===== src/pgcr_pkg.sv =====
package pgcr_pkg;
	// register indices; byte address is four times the index
	localparam logic [4:0]  IDX_CMD_WINDOW   = 5'h12;
	localparam logic [4:0]  IDX_MAC_FAST     = 5'h13;
	localparam logic [4:0]  IDX_LED_CTRL     = 5'h19;
	localparam logic [4:0]  IDX_IRQ_STATUS   = 5'h1A;
	localparam logic [4:0]  IDX_IRQ_MASK     = 5'h1B;
	localparam logic [4:0]  IDX_PORT_SRC     = 5'h1D;
	localparam logic [4:0]  IDX_PAGE_SEL     = 5'h1F;
	// page select values
	localparam logic [15:0] PAGE_GLOBAL      = 16'h0010;
	localparam logic [15:0] PAGE_MAIN        = 16'h0000;
	// command window
	localparam int          CMD_GO_BIT       = 15;
	localparam logic [15:0] CMD_MAC_SGMII    = 16'h80B0;
	localparam logic [15:0] CMD_MAC_QSGMII   = 16'h80A0;
	localparam logic [7:0]  CMD_MEDIA_1000X  = 8'h81;
	localparam logic [7:0]  CMD_MEDIA_100FX  = 8'h91;
	localparam logic [3:0]  CMD_MEDIA_TOP    = 4'h8;
	localparam int          CMD_PMASK_LSB    = 8;
	// mac mode and fast link select
	localparam int          MAC_MODE_LSB     = 14;
	localparam logic [1:0]  MAC_MODE_SGMII   = 2'h1;
	localparam logic [1:0]  MAC_MODE_RSVD    = 2'h3;
	localparam logic [1:0]  MAC_MODE_RST     = 2'h0;
	localparam logic [3:0]  FAST_SEL_RST     = 4'hF;
	localparam logic [3:0]  FAST_SEL_LAST    = 4'hB;
	// led control fields
	localparam int          LED_DUTY_LSB     = 8;
	localparam int          LED_EN2_BIT      = 7;
	localparam int          LED_EN1_BIT      = 6;
	localparam int          LED_RATE_LSB     = 3;
	localparam int          LED_SEL_LSB      = 1;
	localparam logic [15:0] LED_CTRL_RST     = 16'h0000;
	localparam logic [15:0] LED_CTRL_WMASK   = 16'hFFFE;
	localparam logic [7:0]  LED_DUTY_MAX     = 8'hC6;
	localparam logic [7:0]  LED_PWM_LAST     = 8'hC7;
	localparam logic [2:0]  LED_RATE_RSVD    = 3'h7;
	// interrupt status bits
	localparam int          IRQ_CMD_DONE     = 0;
	localparam int          IRQ_PORT         = 1;
	localparam int          IRQ_BAD_CMD      = 2;
	localparam int          IRQ_W            = 3;
	localparam logic [2:0]  IRQ_MASK_RST     = 3'h0;
	// timing
	localparam int          CLK_HZ           = 200_000_000;
	localparam int          CMD_EXEC_NS      = 1000;
	localparam int          CMD_EXEC_CYC     = (CMD_EXEC_NS * (CLK_HZ / 1_000_000)) / 1000;
	localparam int          PWM_STEP_CYC     = 1000;
	localparam int          FRAME_HZ_0       = 2500;
	localparam int          FRAME_HZ_1       = 1000;
	localparam int          FRAME_HZ_2       = 500;
	localparam int          FRAME_HZ_3       = 250;
	localparam int          FRAME_HZ_4       = 200;
	localparam int          FRAME_HZ_5       = 125;
	localparam int          FRAME_HZ_6       = 40;
	localparam int          NUM_PORTS        = 12;
	localparam int          NUM_MEDIA        = 4;
	// command engine states
	typedef enum logic [1:0] {
		PGCR_IDLE = 2'h0,
		PGCR_EXEC = 2'h1,
		PGCR_DONE = 2'h3
	} pgcr_state_t;
endpackage


===== src/pgcr_top.sv =====
`timescale 1ns/10ps
// Contract
// - global registers answer only while page select holds 0x0010, and 0x0000 returns to main page.
// - writing the command window with bit 15 set makes the engine run the encoded command.
// - bit 15 reads 1 while the command runs and is cleared by the engine when it ends.
// - command 0x80B0 sets all twelve ports to SGMII and 0x80A0 sets them to QSGMII.
// - command 0x8F81 sets ports 8 to 11 to 1000BASE-X and 0x8F91 sets them to 100BASE-FX.
// - each bit of bits 11:8 of a media command picks one upper port, and a 0 leaves it untouched.
// - mac mode bits 15:14 default 00; 00 and 10 are QSGMII, 01 is SGMII, 11 is reserved.
// - fast link select bits 3:0 route port 0 to 11 to the fast link pin, 12 to 15 disable it, reset 0xF.
// - led duty bits 15:8 act only with pulsing enabled, 0 is 0.5 percent, 198 is 99.5 percent.
// - led control bit 7 turns pins 5 to 8 into serial led outputs, default off.
// - led control bit 6 turns pins 3 to 0 into serial led outputs, default off.
// - frame rate bits 5:3 pick 2500, 1000, 500, 250, 200, 125 or 40 Hz, code 111 is reserved.
// - led select bits 2:1 put four, three, two or one leds of each port in the stream, default 00.
// - port source bits 11:0 read 0 for a port that raised the shared interrupt, else 1.
// - reading a port's own interrupt status returns its source bit to 1.
module pgcr_top
	import pgcr_pkg::*;
#(
	parameter int unsigned FRAME_CYC_0 = CLK_HZ / FRAME_HZ_0,
	parameter int unsigned FRAME_CYC_1 = CLK_HZ / FRAME_HZ_1,
	parameter int unsigned FRAME_CYC_2 = CLK_HZ / FRAME_HZ_2,
	parameter int unsigned FRAME_CYC_3 = CLK_HZ / FRAME_HZ_3,
	parameter int unsigned FRAME_CYC_4 = CLK_HZ / FRAME_HZ_4,
	parameter int unsigned FRAME_CYC_5 = CLK_HZ / FRAME_HZ_5,
	parameter int unsigned FRAME_CYC_6 = CLK_HZ / FRAME_HZ_6
) (
	input  wire logic                 core_clk,
	input  wire logic                 rst,
	input  wire logic                 wb_cyc_i,
	input  wire logic                 wb_stb_i,
	input  wire logic                 wb_we_i,
	input  wire logic [7:0]           wb_adr_i,
	input  wire logic [31:0]          wb_dat_i,
	input  wire logic [3:0]           wb_sel_i,
	output logic      [31:0]          wb_dat_o,
	output logic                      wb_ack_o,
	input  wire logic [NUM_PORTS-1:0] port_irq_i,
	input  wire logic [NUM_PORTS-1:0] port_stat_rd_i,
	input  wire logic [NUM_PORTS-1:0] link_fail_i,
	input  wire logic                 led_pulse_en_i,
	output logic                      mac_sgmii_o,
	output logic                      mac_mode_rsvd_o,
	output logic      [NUM_MEDIA-1:0] media_1000x_o,
	output logic      [NUM_MEDIA-1:0] media_100fx_o,
	output logic                      fast_link_o,
	output logic                      fast_link_en_o,
	output logic                      led_pins_hi_en_o,
	output logic                      led_pins_lo_en_o,
	output logic      [2:0]           led_per_port_o,
	output logic                      led_frame_tick_o,
	output logic                      led_pwm_o,
	output logic                      irq_o
);

	// decode helper: 3-bit frame code to cycles per frame, 0 for reserved
	function automatic logic [22:0] frame_len(input logic [2:0] code);
		case (code)
			3'h0: frame_len = 23'(FRAME_CYC_0);
			3'h1: frame_len = 23'(FRAME_CYC_1);
			3'h2: frame_len = 23'(FRAME_CYC_2);
			3'h3: frame_len = 23'(FRAME_CYC_3);
			3'h4: frame_len = 23'(FRAME_CYC_4);
			3'h5: frame_len = 23'(FRAME_CYC_5);
			3'h6: frame_len = 23'(FRAME_CYC_6);
			default: frame_len = 23'h000000;
		endcase
	endfunction

	logic        ack_q;
	logic [15:0] rd_q;
	logic [15:0] page_q;
	logic [15:0] cmd_q;
	logic [1:0]  mac_mode_q;
	logic [3:0]  fast_sel_q;
	logic [15:0] led_q;
	logic [IRQ_W-1:0] irq_stat_q;
	logic [IRQ_W-1:0] irq_mask_q;
	logic [NUM_MEDIA-1:0] m1000_q;
	logic [NUM_MEDIA-1:0] m100_q;
	logic        fast_q;
	logic        tick_q;
	logic        pwm_q;
	logic [22:0] frame_cnt_q;
	logic [9:0]  step_cnt_q;
	logic [7:0]  pwm_cnt_q;
	logic [15:0] exec_cnt_q;
	logic        done_q;
	logic        bad_q;
	pgcr_state_t state_q;
	pgcr_state_t state_d;
	logic [NUM_PORTS-1:0] irq_s1_q;
	logic [NUM_PORTS-1:0] irq_s2_q;
	logic [NUM_PORTS-1:0] irq_s3_q;
	logic [NUM_PORTS-1:0] lf_s1_q;
	logic [NUM_PORTS-1:0] lf_s2_q;
	logic [NUM_PORTS-1:0] caused_q;

	// bus decode
	wire         req       = wb_cyc_i & wb_stb_i;
	wire  [4:0]  idx       = wb_adr_i[6:2];
	wire         in_range  = ~wb_adr_i[7];
	wire         on_global = (page_q == PAGE_GLOBAL);
	wire         wr_fire   = req & wb_we_i & ack_q;
	wire         rd_fire   = req & ~wb_we_i & ack_q;
	wire  [15:0] wmask     = {{8{wb_sel_i[1]}}, {8{wb_sel_i[0]}}};
	wire         sel_page  = in_range & (idx == IDX_PAGE_SEL);
	wire         sel_cmd   = in_range & on_global & (idx == IDX_CMD_WINDOW);
	wire         sel_mac   = in_range & on_global & (idx == IDX_MAC_FAST);
	wire         sel_led   = in_range & on_global & (idx == IDX_LED_CTRL);
	wire         sel_istat = in_range & on_global & (idx == IDX_IRQ_STATUS);
	wire         sel_imask = in_range & on_global & (idx == IDX_IRQ_MASK);
	wire         sel_src   = in_range & on_global & (idx == IDX_PORT_SRC);
	wire         busy      = (state_q != PGCR_IDLE);
	wire  [15:0] wr_val    = wb_dat_i[15:0];
	wire  [15:0] cmd_new   = (cmd_q & ~wmask) | (wr_val & wmask);
	// a new command while one runs is dropped: the host must wait for bit 15
	wire         cmd_wr    = wr_fire & sel_cmd & ~busy;
	wire         cmd_go    = cmd_wr & cmd_new[CMD_GO_BIT];

	// read mux; unmapped or off-page words read as zero
	wire  [15:0] cmd_view  = {busy, cmd_q[14:0]};
	wire  [15:0] mac_view  = {mac_mode_q, 10'h000, fast_sel_q};
	wire  [15:0] src_view  = {4'h0, ~caused_q};
	wire  [15:0] rd_mux    = sel_page  ? page_q :
				 sel_cmd   ? cmd_view :
				 sel_mac   ? mac_view :
				 sel_led   ? (led_q & LED_CTRL_WMASK) :
				 sel_istat ? {13'h0000, irq_stat_q} :
				 sel_imask ? {13'h0000, irq_mask_q} :
				 sel_src   ? src_view : 16'h0000;

	// ack one cycle after the request, dropped the cycle after
	always_ff @(posedge core_clk) begin
		if (rst) begin
			ack_q <= 1'b0;
			rd_q  <= 16'h0000;
		end else begin
			ack_q <= req & ~ack_q;
			rd_q  <= rd_mux;
		end
	end

	assign wb_ack_o = ack_q;
	assign wb_dat_o = {16'h0000, rd_q};

	// page select and plain configuration registers
	always_ff @(posedge core_clk) begin
		if (rst) begin
			page_q     <= PAGE_MAIN;
			led_q      <= LED_CTRL_RST;
			fast_sel_q <= FAST_SEL_RST;
			irq_mask_q <= IRQ_MASK_RST;
		end else begin
			if (wr_fire & sel_page)
				page_q <= (page_q & ~wmask) | (wr_val & wmask);
			if (wr_fire & sel_led)
				led_q <= (led_q & ~(wmask & LED_CTRL_WMASK)) | (wr_val & wmask & LED_CTRL_WMASK);
			if (wr_fire & sel_mac & wb_sel_i[0])
				fast_sel_q <= wr_val[3:0];
			if (wr_fire & sel_imask & wb_sel_i[0])
				irq_mask_q <= wr_val[IRQ_W-1:0];
		end
	end

	// command engine: idle, run for a fixed time, then apply
	wire exec_end = (state_q == PGCR_EXEC) && (exec_cnt_q == 16'(CMD_EXEC_CYC - 1));
	always_comb begin
		state_d = state_q;
		case (state_q)
			PGCR_IDLE: if (cmd_go) state_d = PGCR_EXEC;
			PGCR_EXEC: if (exec_end) state_d = PGCR_DONE;
			PGCR_DONE: state_d = PGCR_IDLE;
			default:   state_d = PGCR_IDLE;
		endcase
	end

	// command field decode
	wire [3:0] pmask     = cmd_q[CMD_PMASK_LSB +: NUM_MEDIA];
	wire       is_media  = (cmd_q[15:12] == CMD_MEDIA_TOP);
	wire       is_1000x  = is_media & (cmd_q[7:0] == CMD_MEDIA_1000X);
	wire       is_100fx  = is_media & (cmd_q[7:0] == CMD_MEDIA_100FX);
	wire       is_sgmii  = (cmd_q == CMD_MAC_SGMII);
	wire       is_qsgmii = (cmd_q == CMD_MAC_QSGMII);
	wire       apply     = (state_q == PGCR_DONE);

	always_ff @(posedge core_clk) begin
		if (rst) begin
			state_q    <= PGCR_IDLE;
			exec_cnt_q <= 16'h0000;
			cmd_q      <= 16'h0000;
		end else begin
			state_q    <= state_d;
			exec_cnt_q <= (state_q == PGCR_EXEC) ? exec_cnt_q + 16'h0001 : 16'h0000;
			if (cmd_wr)
				cmd_q <= cmd_new;
		end
	end

	// results of a finished command; mac mode is also written directly
	always_ff @(posedge core_clk) begin
		if (rst) begin
			mac_mode_q <= MAC_MODE_RST;
			m1000_q    <= 4'h0;
			m100_q     <= 4'h0;
			done_q     <= 1'b0;
			bad_q      <= 1'b0;
		end else begin
			done_q <= apply;
			bad_q  <= apply & ~(is_sgmii | is_qsgmii | is_1000x | is_100fx);
			if (apply & is_sgmii)
				mac_mode_q <= MAC_MODE_SGMII;
			else if (apply & is_qsgmii)
				mac_mode_q <= MAC_MODE_RST;
			else if (wr_fire & sel_mac & wb_sel_i[1])
				mac_mode_q <= wr_val[MAC_MODE_LSB +: 2];
			// unselected upper ports keep their media setting
			if (apply & is_1000x) begin
				m1000_q <= m1000_q | pmask;
				m100_q  <= m100_q & ~pmask;
			end else if (apply & is_100fx) begin
				m100_q  <= m100_q | pmask;
				m1000_q <= m1000_q & ~pmask;
			end
		end
	end

	assign mac_sgmii_o     = (mac_mode_q == MAC_MODE_SGMII);
	assign mac_mode_rsvd_o = (mac_mode_q == MAC_MODE_RSVD);
	assign media_1000x_o   = m1000_q;
	assign media_100fx_o   = m100_q;

	// pin inputs pass two flops; the third irq stage feeds edge detect only
	always_ff @(posedge core_clk) begin
		if (rst) begin
			irq_s1_q <= '0;
			irq_s2_q <= '0;
			irq_s3_q <= '0;
			lf_s1_q  <= '0;
			lf_s2_q  <= '0;
		end else begin
			irq_s1_q <= port_irq_i;
			irq_s2_q <= irq_s1_q;
			irq_s3_q <= irq_s2_q;
			lf_s1_q  <= link_fail_i;
			lf_s2_q  <= lf_s1_q;
		end
	end

	// per-port source latch; a new interrupt beats a same-cycle status read
	wire [NUM_PORTS-1:0] port_rise = irq_s2_q & ~irq_s3_q;
	genvar gp;
	generate
		for (gp = 0; gp < NUM_PORTS; gp++) begin : g_src
			always_ff @(posedge core_clk) begin
				if (rst)
					caused_q[gp] <= 1'b0;
				else if (port_rise[gp])
					caused_q[gp] <= 1'b1;
				else if (port_stat_rd_i[gp])
					caused_q[gp] <= 1'b0;
			end
		end
	endgenerate

	// fast link routing; selector values above 11 switch the pin off
	wire fast_on = (fast_sel_q <= FAST_SEL_LAST);
	always_ff @(posedge core_clk) begin
		if (rst)
			fast_q <= 1'b0;
		else
			fast_q <= fast_on & lf_s2_q[fast_sel_q];
	end
	assign fast_link_o    = fast_q;
	assign fast_link_en_o = fast_on;

	// led field decode
	wire [7:0] duty_raw  = led_q[LED_DUTY_LSB +: 8];
	wire [7:0] duty      = (duty_raw > LED_DUTY_MAX) ? LED_DUTY_MAX : duty_raw;
	wire [2:0] rate      = led_q[LED_RATE_LSB +: 3];
	wire [1:0] led_sel   = led_q[LED_SEL_LSB +: 2];
	wire [22:0] flen     = frame_len(rate);
	assign led_pins_hi_en_o = led_q[LED_EN2_BIT];
	assign led_pins_lo_en_o = led_q[LED_EN1_BIT];
	assign led_per_port_o   = 3'h4 - {1'b0, led_sel};

	// frame timer; reserved code stops the stream rather than guess a rate
	always_ff @(posedge core_clk) begin
		if (rst) begin
			frame_cnt_q <= 23'h000000;
			tick_q      <= 1'b0;
		end else if ((rate == LED_RATE_RSVD) || (frame_cnt_q >= flen - 23'h000001)) begin
			frame_cnt_q <= 23'h000000;
			tick_q      <= (rate != LED_RATE_RSVD);
		end else begin
			frame_cnt_q <= frame_cnt_q + 23'h000001;
			tick_q      <= 1'b0;
		end
	end
	assign led_frame_tick_o = tick_q;

	// pwm: 200 half-percent slots, duty n lights n+1 of them
	wire step_end = (step_cnt_q == 10'(PWM_STEP_CYC - 1));
	always_ff @(posedge core_clk) begin
		if (rst) begin
			step_cnt_q <= 10'h000;
			pwm_cnt_q  <= 8'h00;
			pwm_q      <= 1'b1;
		end else begin
			step_cnt_q <= step_end ? 10'h000 : step_cnt_q + 10'h001;
			if (step_end)
				pwm_cnt_q <= (pwm_cnt_q == LED_PWM_LAST) ? 8'h00 : pwm_cnt_q + 8'h01;
			pwm_q <= ~led_pulse_en_i | (pwm_cnt_q <= duty);
		end
	end
	assign led_pwm_o = pwm_q;

	// sticky status; a read clears only the bits it returned
	wire [IRQ_W-1:0] ev;
	assign ev[IRQ_CMD_DONE] = done_q;
	assign ev[IRQ_PORT]     = |port_rise;
	assign ev[IRQ_BAD_CMD]  = bad_q;
	wire [IRQ_W-1:0] rd_clr = (rd_fire & sel_istat) ? rd_q[IRQ_W-1:0] : '0;
	always_ff @(posedge core_clk) begin
		if (rst)
			irq_stat_q <= '0;
		else
			irq_stat_q <= (irq_stat_q & ~rd_clr) | ev;
	end
	assign irq_o = |(irq_stat_q & irq_mask_q);
endmodule


===== config.mk =====
export PLATFORM = sky130hd
export DESIGN_NAME = pgcr_top
export DESIGN_NICKNAME = d
export VERILOG_FILES = /design/src/pgcr_pkg.sv /design/src/pgcr_top.sv
export SDC_FILE = /design/constraint.sdc
export NUM_CORES = 1
export LEC_CHECK = 0
export ABC_AREA = 1
export BUFFER_PORTS_ARGS = -buffer_cell sky130_fd_sc_hd__buf_4
export CAP_MARGIN = 0
export CORE_UTILIZATION = 40
export CTS_CLUSTER_SIZE = 14
export DETAILED_ROUTE_END_ITERATION = 10
export SLEW_MARGIN = 20
export SYNTH_ARGS = -nofsm -noshare
export SYNTH_HDL_FRONTEND = slang
export SYNTH_SLANG_ARGS = --single-unit

===== constraint.sdc =====
create_clock -name core_clk -period 5.5 [get_ports core_clk]
set_clock_uncertainty 0.05 [all_clocks]
set_input_delay 0.825 -clock core_clk [delete_from_list [all_inputs] [get_ports core_clk]]
set_output_delay 0.825 -clock core_clk [all_outputs]
set_load 0.02 [all_outputs]

==> Word-level counts from Yosys, hierarchy flattened <==
Index checks and enable logic that the tools add are counted.
{ "word_totals": {"register_bits": 221, "input_bits": 86, "elab_cells": 220} }
{ "op_classes": {"add_sub_neg": 6, "magnitude_cmp": 5, "n_eq_ne": 30, "mux": 47, "n_bitwise": 66, "n_reduce_logical": 27} }
{ "ops": {"columns": ["op", "n"], "rows": [
  ["23-bit case mux with 7 select lines", 1],
  ["16-bit bitwise AND", 4],
  ["16-bit 2-to-1 mux", 4],
  ["16-bit OR", 3],
  ["12-bit 2-to-1 mux", 3],
  ["5-bit == test (second input constant)", 7],
  ["1-bit bitwise AND", 33],
  ["16-bit == test (second input constant)", 2],
  ["16-bit NOT", 2],
  ["1-bit 2-to-1 mux", 28],
  ["2-bit nonzero test", 14],
  ["8-bit == test (second input constant)", 3],
  ["12-bit NOT", 2],
  ["23-bit by 1-bit adder with 23-bit output (second input constant)", 1],
  ["23-bit greater-or-equal comparator", 1],
  ["23-bit by 1-bit subtractor with 23-bit output (second input constant)", 1],
  ["16-bit by 1-bit adder with 16-bit output (second input constant)", 1],
  ["16-bit by 5-bit == test with 1-bit output (second input constant)", 1],
  ["16-bit by 8-bit == test with 1-bit output (second input constant)", 1],
  ["4-bit 2-to-1 mux", 4],
  ["8-bit 2-to-1 mux", 2],
  ["12-bit bitwise AND", 1],
  ["3-bit == test (second input constant)", 4],
  ["12-bit OR reduction", 1],
  ["35 further kinds", 57]
]} }

==> Depth between registers and ports, before layout <==
{ "depth": {"word_depth": 10, "depth_mapped": 19, "depth_no_buf": 18} }

==> Worst setup path before layout <==
OpenSTA, ideal clock, no wires.
{ "synth_timing": {"path_type": "reg2reg", "startpoint": "register (tool-made name)", "endpoint": "register frame_cnt_q[0]", "setup_ns": 0.119, "arrival_ns": 2.328, "required_time_ns": 5.331, "slack_ns": 3.003, "path_stages_with_launch": 19, "n_path_buf": 2, "synth_period_minus_slack_ns": 2.497, "cell_sequence": "dfxtp_1 > clkbuf_1 > nand2_1 > nand2_1 > ha_1 > nand2_1 > nor2_1 > nor2_1 > ha_1 > nand2_1 > nor2_1 > nand2_1 > nor3_1 > o21ai_0 > nand3_1 > nor2_1 > nand3_1 > buf_2 > nor2_1"} }
{ "synth_lines": {"columns": ["item", "line", "text"], "rows": [
  ["end signal: assignment", "pgcr_top.sv:297", "frame_cnt_q <= frame_cnt_q + 23'h000001;"],
  ["end: declaration", "pgcr_top.sv:85", "logic [22:0] frame_cnt_q;"]
]} }

==> impl_summary.md <==
Critical path
The endpoint of the worst-slack reg-to-reg timing path is frame_cnt_q[11]$_SDFF_PP0_. In this design, the stage delay of the slowest critical-path cell is 610 ps. Broken down by cell family, the worst path's largest delay share belongs to simple AND/OR/NAND/NOR gates.

Of all nets on the critical path, the largest fanout is 23. The most common cell type on the critical path is sky130_fd_sc_hd__nor2_1. The critical path class is flip-flop to flip-flop.

The number of buffers and inverters on the critical path is 2. The path depth of the worst reg2reg path is 16. STA puts the critical path data arrival time at between 3000 and 4000 ps. The signal on the critical path passes through inv_1 > nor2_1 > inv_1 > a21oi_1 > a21oi_1 > o21bai_1 > ha_1 > nand2_1 > nor2_1 > nand2_1 > nor3_1 > o21ai_0 > nand3_1 > nor2_1 > nand3_1 > nor2_1. For this design, the slowest cell found on the critical path is sky130_fd_sc_hd__nand3_1.

The kind of launch point of the worst setup path is a flip-flop. The register-to-register setup slack is roughly 2200 ps. At the worst endpoint, the required time is 5880 ps. STA classifies the critical path endpoint as a flip-flop.

Clocking
Once the clock tree was built, the resizer swapped 0 gates to a different size. The H-tree depth is 1. The clock latency on the worst-skew pair is roughly 540 ps. The cell sitting at the root of the clock tree is a sky130_fd_sc_hd__clkbuf_16. Once the clock tree was built, the setup fixing pass inserted 0 buffers. Clock tree synthesis inserted a total of 26 buffers. The TritonCTS clock tree is yes. The number of buffers on the longest clock path is 3. After clock tree synthesis, the clock-pin slew on the worst setup and hold paths is around 60 ps.

The cts-stage hold buffer count is 0. The tree built by TritonCTS fans out to 220 sinks.

Power and ir drop
The overall power consumption is 3.47 mW. The power density relative to cell area is ~290 nW/um^2. The worst-case IR drop observed on VDD is 0.180 mV. The leakage power total is 5.11 nW.

Final layout
The filler cell count is 2,459. The library cells used most frequently in the layout, excluding fill and tap cells, are 238 x sky130_fd_sc_hd__nor2_1, 224 x sky130_fd_sc_hd__inv_1, 220 x sky130_fd_sc_hd__dfxtp_1. The library cell used most frequently in the layout, excluding fill and tap cells, is sky130_fd_sc_hd__nor2_1. Compared with the post-synthesis result, the final layout area differs by 18.1%. The final instance area is 11,800 sq um. The final layout contains 1,571 nets. In the final layout, the share of cells above drive strength 1 is 0.131.

Global routing
The maximum number of pins on one net before global-route repair is 97. The first-pass GRT wire length is 39.8 mm. The all-layer global routing usage is 0.190. The via count of the first global-routing pass is 7,935.

The global-route congestion overflow total is 0. The number of antenna violations at the first check in global routing is 1.

Detailed routing
In this run, the number of DRC markers left after iteration 0 of detailed routing was 550. The final routed DRC violation total is 0. The first detailed-routing pass took 5 iterations. Dividing the detail-routed via count by the number of cells gives 4.79. The average wire per cell in the routed design is 13.6 microns. Once detail routing completed, the nets flagged for antenna violations numbered 0. The wire length reported by the detailed router is 24.4 mm. The via count is 8,601.

STA
The minimum period implied by the final worst setup slack is around 3300 ps. Dividing the final minimum period by the clock period gives 0.591. Setup repair after global routing left no endpoint under its margin.

For the final routed database, the setup TNS stands at 0 ps. Based on the critical path, the design can be clocked at up to 308 MHz. Setup violations remaining at the end of the flow were counted as 0. The final hold slack is roughly 350 ps. The final number of max-transition violations was 0.

The final number of hold-violating endpoints is 0. The transition time at the pin with the least slew margin is approximately 1000 ps. Headroom to the max-slew limit came out at 0.335.

Synthesis
The netlist area before placement is 10,000 sq um. The average cell area after synthesis is 7.39 sq um. The flop and latch count out of synthesis is 220. During synthesis, Yosys emitted a total of 0 warnings. The number of instances in the synthesized netlist is 1,357.

The count of flip-flops with a built-in enable after synthesis is 0. In the synthesized netlist the dominant register cell turns out to be sky130_fd_sc_hd__dfxtp_1. The share of flip-flops with an asynchronous set or reset after synthesis is 0.

The number of different library cells used by synthesis comes to 45. The share of the Yosys chip area taken by registers is 0.439.

Placed design
Detailed placement ended at an HPWL of around 18 mm. The final weighted congestion in routability-driven placement is 0.882. The number of buffers inserted by port buffering is 102. The instance area at placement is around 11,000 sq um.

Floorplanning
In this run the core area contains between 50 and 60 standard-cell rows. The overall die height is 160 microns. The die outline width is 160 microns. 139 I/O pins were placed. The die covers 25,700 sq um. The total area inside the core boundary comes to 24,500 sq um. The initial utilization of the core area, before any placement, comes to 0.410.

Job
Across the run, the number of max-cap violations was 0.

Hold path
The tightest min-delay check is of the flip-flop to flip-flop type. The count of cells along the worst hold path is 2. The hold path startpoint is irq_s2_q[8]$_SDFF_PP0_.

The endpoint with the worst hold slack is irq_s3_q[8]$_SDFF_PP0_.

Outcome
The run finished with clean final reports.
per-layer routing:
layer,vias up,track usage,routed length (microns)
met4,0,0.0567,396
met1,3805,0.268,11900
li1,4528,-,-
met2,234,0.301,10700
met5,-,0,0
met3,34,0.0269,1370
logic make-up (layout without fill, tap and decap cells):
family / after synthesis / count (layout) / share of synthesized area
and+or+nand+nor: 595 / 595 / 0.271
buffers and inverters: 283 / 382 / 0.115
DFF: 220 / 220 / 0.439
AOI/OAI and AO/OA: 205 / 205 / 0.116
adders and majority gates: 31 / 31 / 0.0387
xor gates and xnor gates: 22 / 22 / 0.0192
other: 1 / 17 / 0.000374
Yosys cell counts (2+ instances only):
| cell | n | area (sq um) |
|---|---|---|
| sky130_fd_sc_hd__a211oi_1 | 14 | 105 |
| sky130_fd_sc_hd__a211oi_2 | 2 | 25.0 |
| sky130_fd_sc_hd__a21oi_1 | 87 | 435 |
| sky130_fd_sc_hd__a31oi_1 | 5 | 31.3 |
| sky130_fd_sc_hd__buf_1 | 5 | 18.8 |
| sky130_fd_sc_hd__buf_2 | 8 | 40.0 |
| sky130_fd_sc_hd__buf_4 | 20 | 150 |
| sky130_fd_sc_hd__clkbuf_1 | 16 | 60.1 |
| sky130_fd_sc_hd__clkinv_1 | 4 | 15.0 |
| sky130_fd_sc_hd__dfxtp_1 | 220 | 4400 |
| sky130_fd_sc_hd__ha_1 | 31 | 388 |
| sky130_fd_sc_hd__inv_1 | 224 | 841 |
| sky130_fd_sc_hd__inv_2 | 5 | 18.8 |
| sky130_fd_sc_hd__nand2_1 | 169 | 634 |
| sky130_fd_sc_hd__nand2_2 | 5 | 31.3 |
| sky130_fd_sc_hd__nand3_1 | 56 | 280 |
| sky130_fd_sc_hd__nand3_2 | 4 | 40.0 |
| sky130_fd_sc_hd__nand4_1 | 30 | 188 |
| sky130_fd_sc_hd__nand4_2 | 2 | 25.0 |
| sky130_fd_sc_hd__nor2_1 | 238 | 893 |
| sky130_fd_sc_hd__nor2_2 | 4 | 25.0 |
| sky130_fd_sc_hd__nor2_4 | 4 | 45.0 |
| sky130_fd_sc_hd__nor3_1 | 41 | 205 |
| sky130_fd_sc_hd__nor3_2 | 2 | 20.0 |
| sky130_fd_sc_hd__nor3_4 | 2 | 32.5 |
| sky130_fd_sc_hd__nor3b_1 | 7 | 52.6 |
| sky130_fd_sc_hd__nor4_1 | 14 | 87.6 |
| sky130_fd_sc_hd__o211a_1 | 4 | 40.0 |
| sky130_fd_sc_hd__o211ai_1 | 8 | 60.1 |
| sky130_fd_sc_hd__o21a_1 | 9 | 67.6 |
| sky130_fd_sc_hd__o21ai_0 | 60 | 300 |
| sky130_fd_sc_hd__o21ai_1 | 5 | 25.0 |
| sky130_fd_sc_hd__o22ai_1 | 9 | 56.3 |
| sky130_fd_sc_hd__or2_2 | 12 | 75.1 |
| sky130_fd_sc_hd__xnor2_1 | 10 | 87.6 |
| sky130_fd_sc_hd__xor2_1 | 12 | 105 |
tightest hold or removal path, cell delays in order (launching register included):
cell	delay [ps]
sky130_fd_sc_hd__dfxtp_1	290
sky130_fd_sc_hd__inv_1	50
sky130_fd_sc_hd__nor2_1	30
per-stage QoR:
| stage | utilization | setup slack [ps] | std cells |
|---|---|---|---|
| after floorplan | - | 3000 | 1372 |
| after global placement | 0.449 | 2290 | 1750 |
| after detailed placement | 0.449 | 2250 | 1750 |
| after CTS | 0.484 | 2230 | 1795 |
| after global routing | 0.484 | 1780 | 1796 |
| final | 0.484 | 2250 | 1796 |
power by group:
part	internal (mW)	switching (mW)
Sequential	1.62	0.0122
Clock	1.02	0.667
Combinational	0.0567	0.0926
cell type report:
| class | count | area (sq um) | share of cell area |
|---|---|---|---|
| diodes | 1 | 2.50 | 0.000211 |
| clock buffers | 38 | 776 | 0.0655 |
| clock inverters | 7 | 78.8 | 0.00665 |
| inverters | 233 | 875 | 0.0738 |
| multi-input cells | 869 | 4520 | 0.382 |
| flip-flops and latches | 220 | 4400 | 0.372 |
| well taps | 324 | 405 | 0.0342 |
| repair buffers | 104 | 781 | 0.0659 |
worst max-delay path by stage:
stage               from                          to  slack (ps)  depth (start not counted)
2_1_floorplan  flip-flop   frame_cnt_q[0]$_SDFF_PP0_        3000                         18
3_3_place_gp   flip-flop   frame_cnt_q[9]$_SDFF_PP0_        2290                         16
3_5_place_dp   flip-flop  frame_cnt_q[11]$_SDFF_PP0_        2250                         15
4_1_cts        flip-flop  frame_cnt_q[11]$_SDFF_PP0_        2230                         16
5_1_grt        flip-flop  frame_cnt_q[10]$_SDFF_PP0_        1780                         15
6_report       flip-flop  frame_cnt_q[11]$_SDFF_PP0_        2250                         16
(Power assumes the default switching activity.)
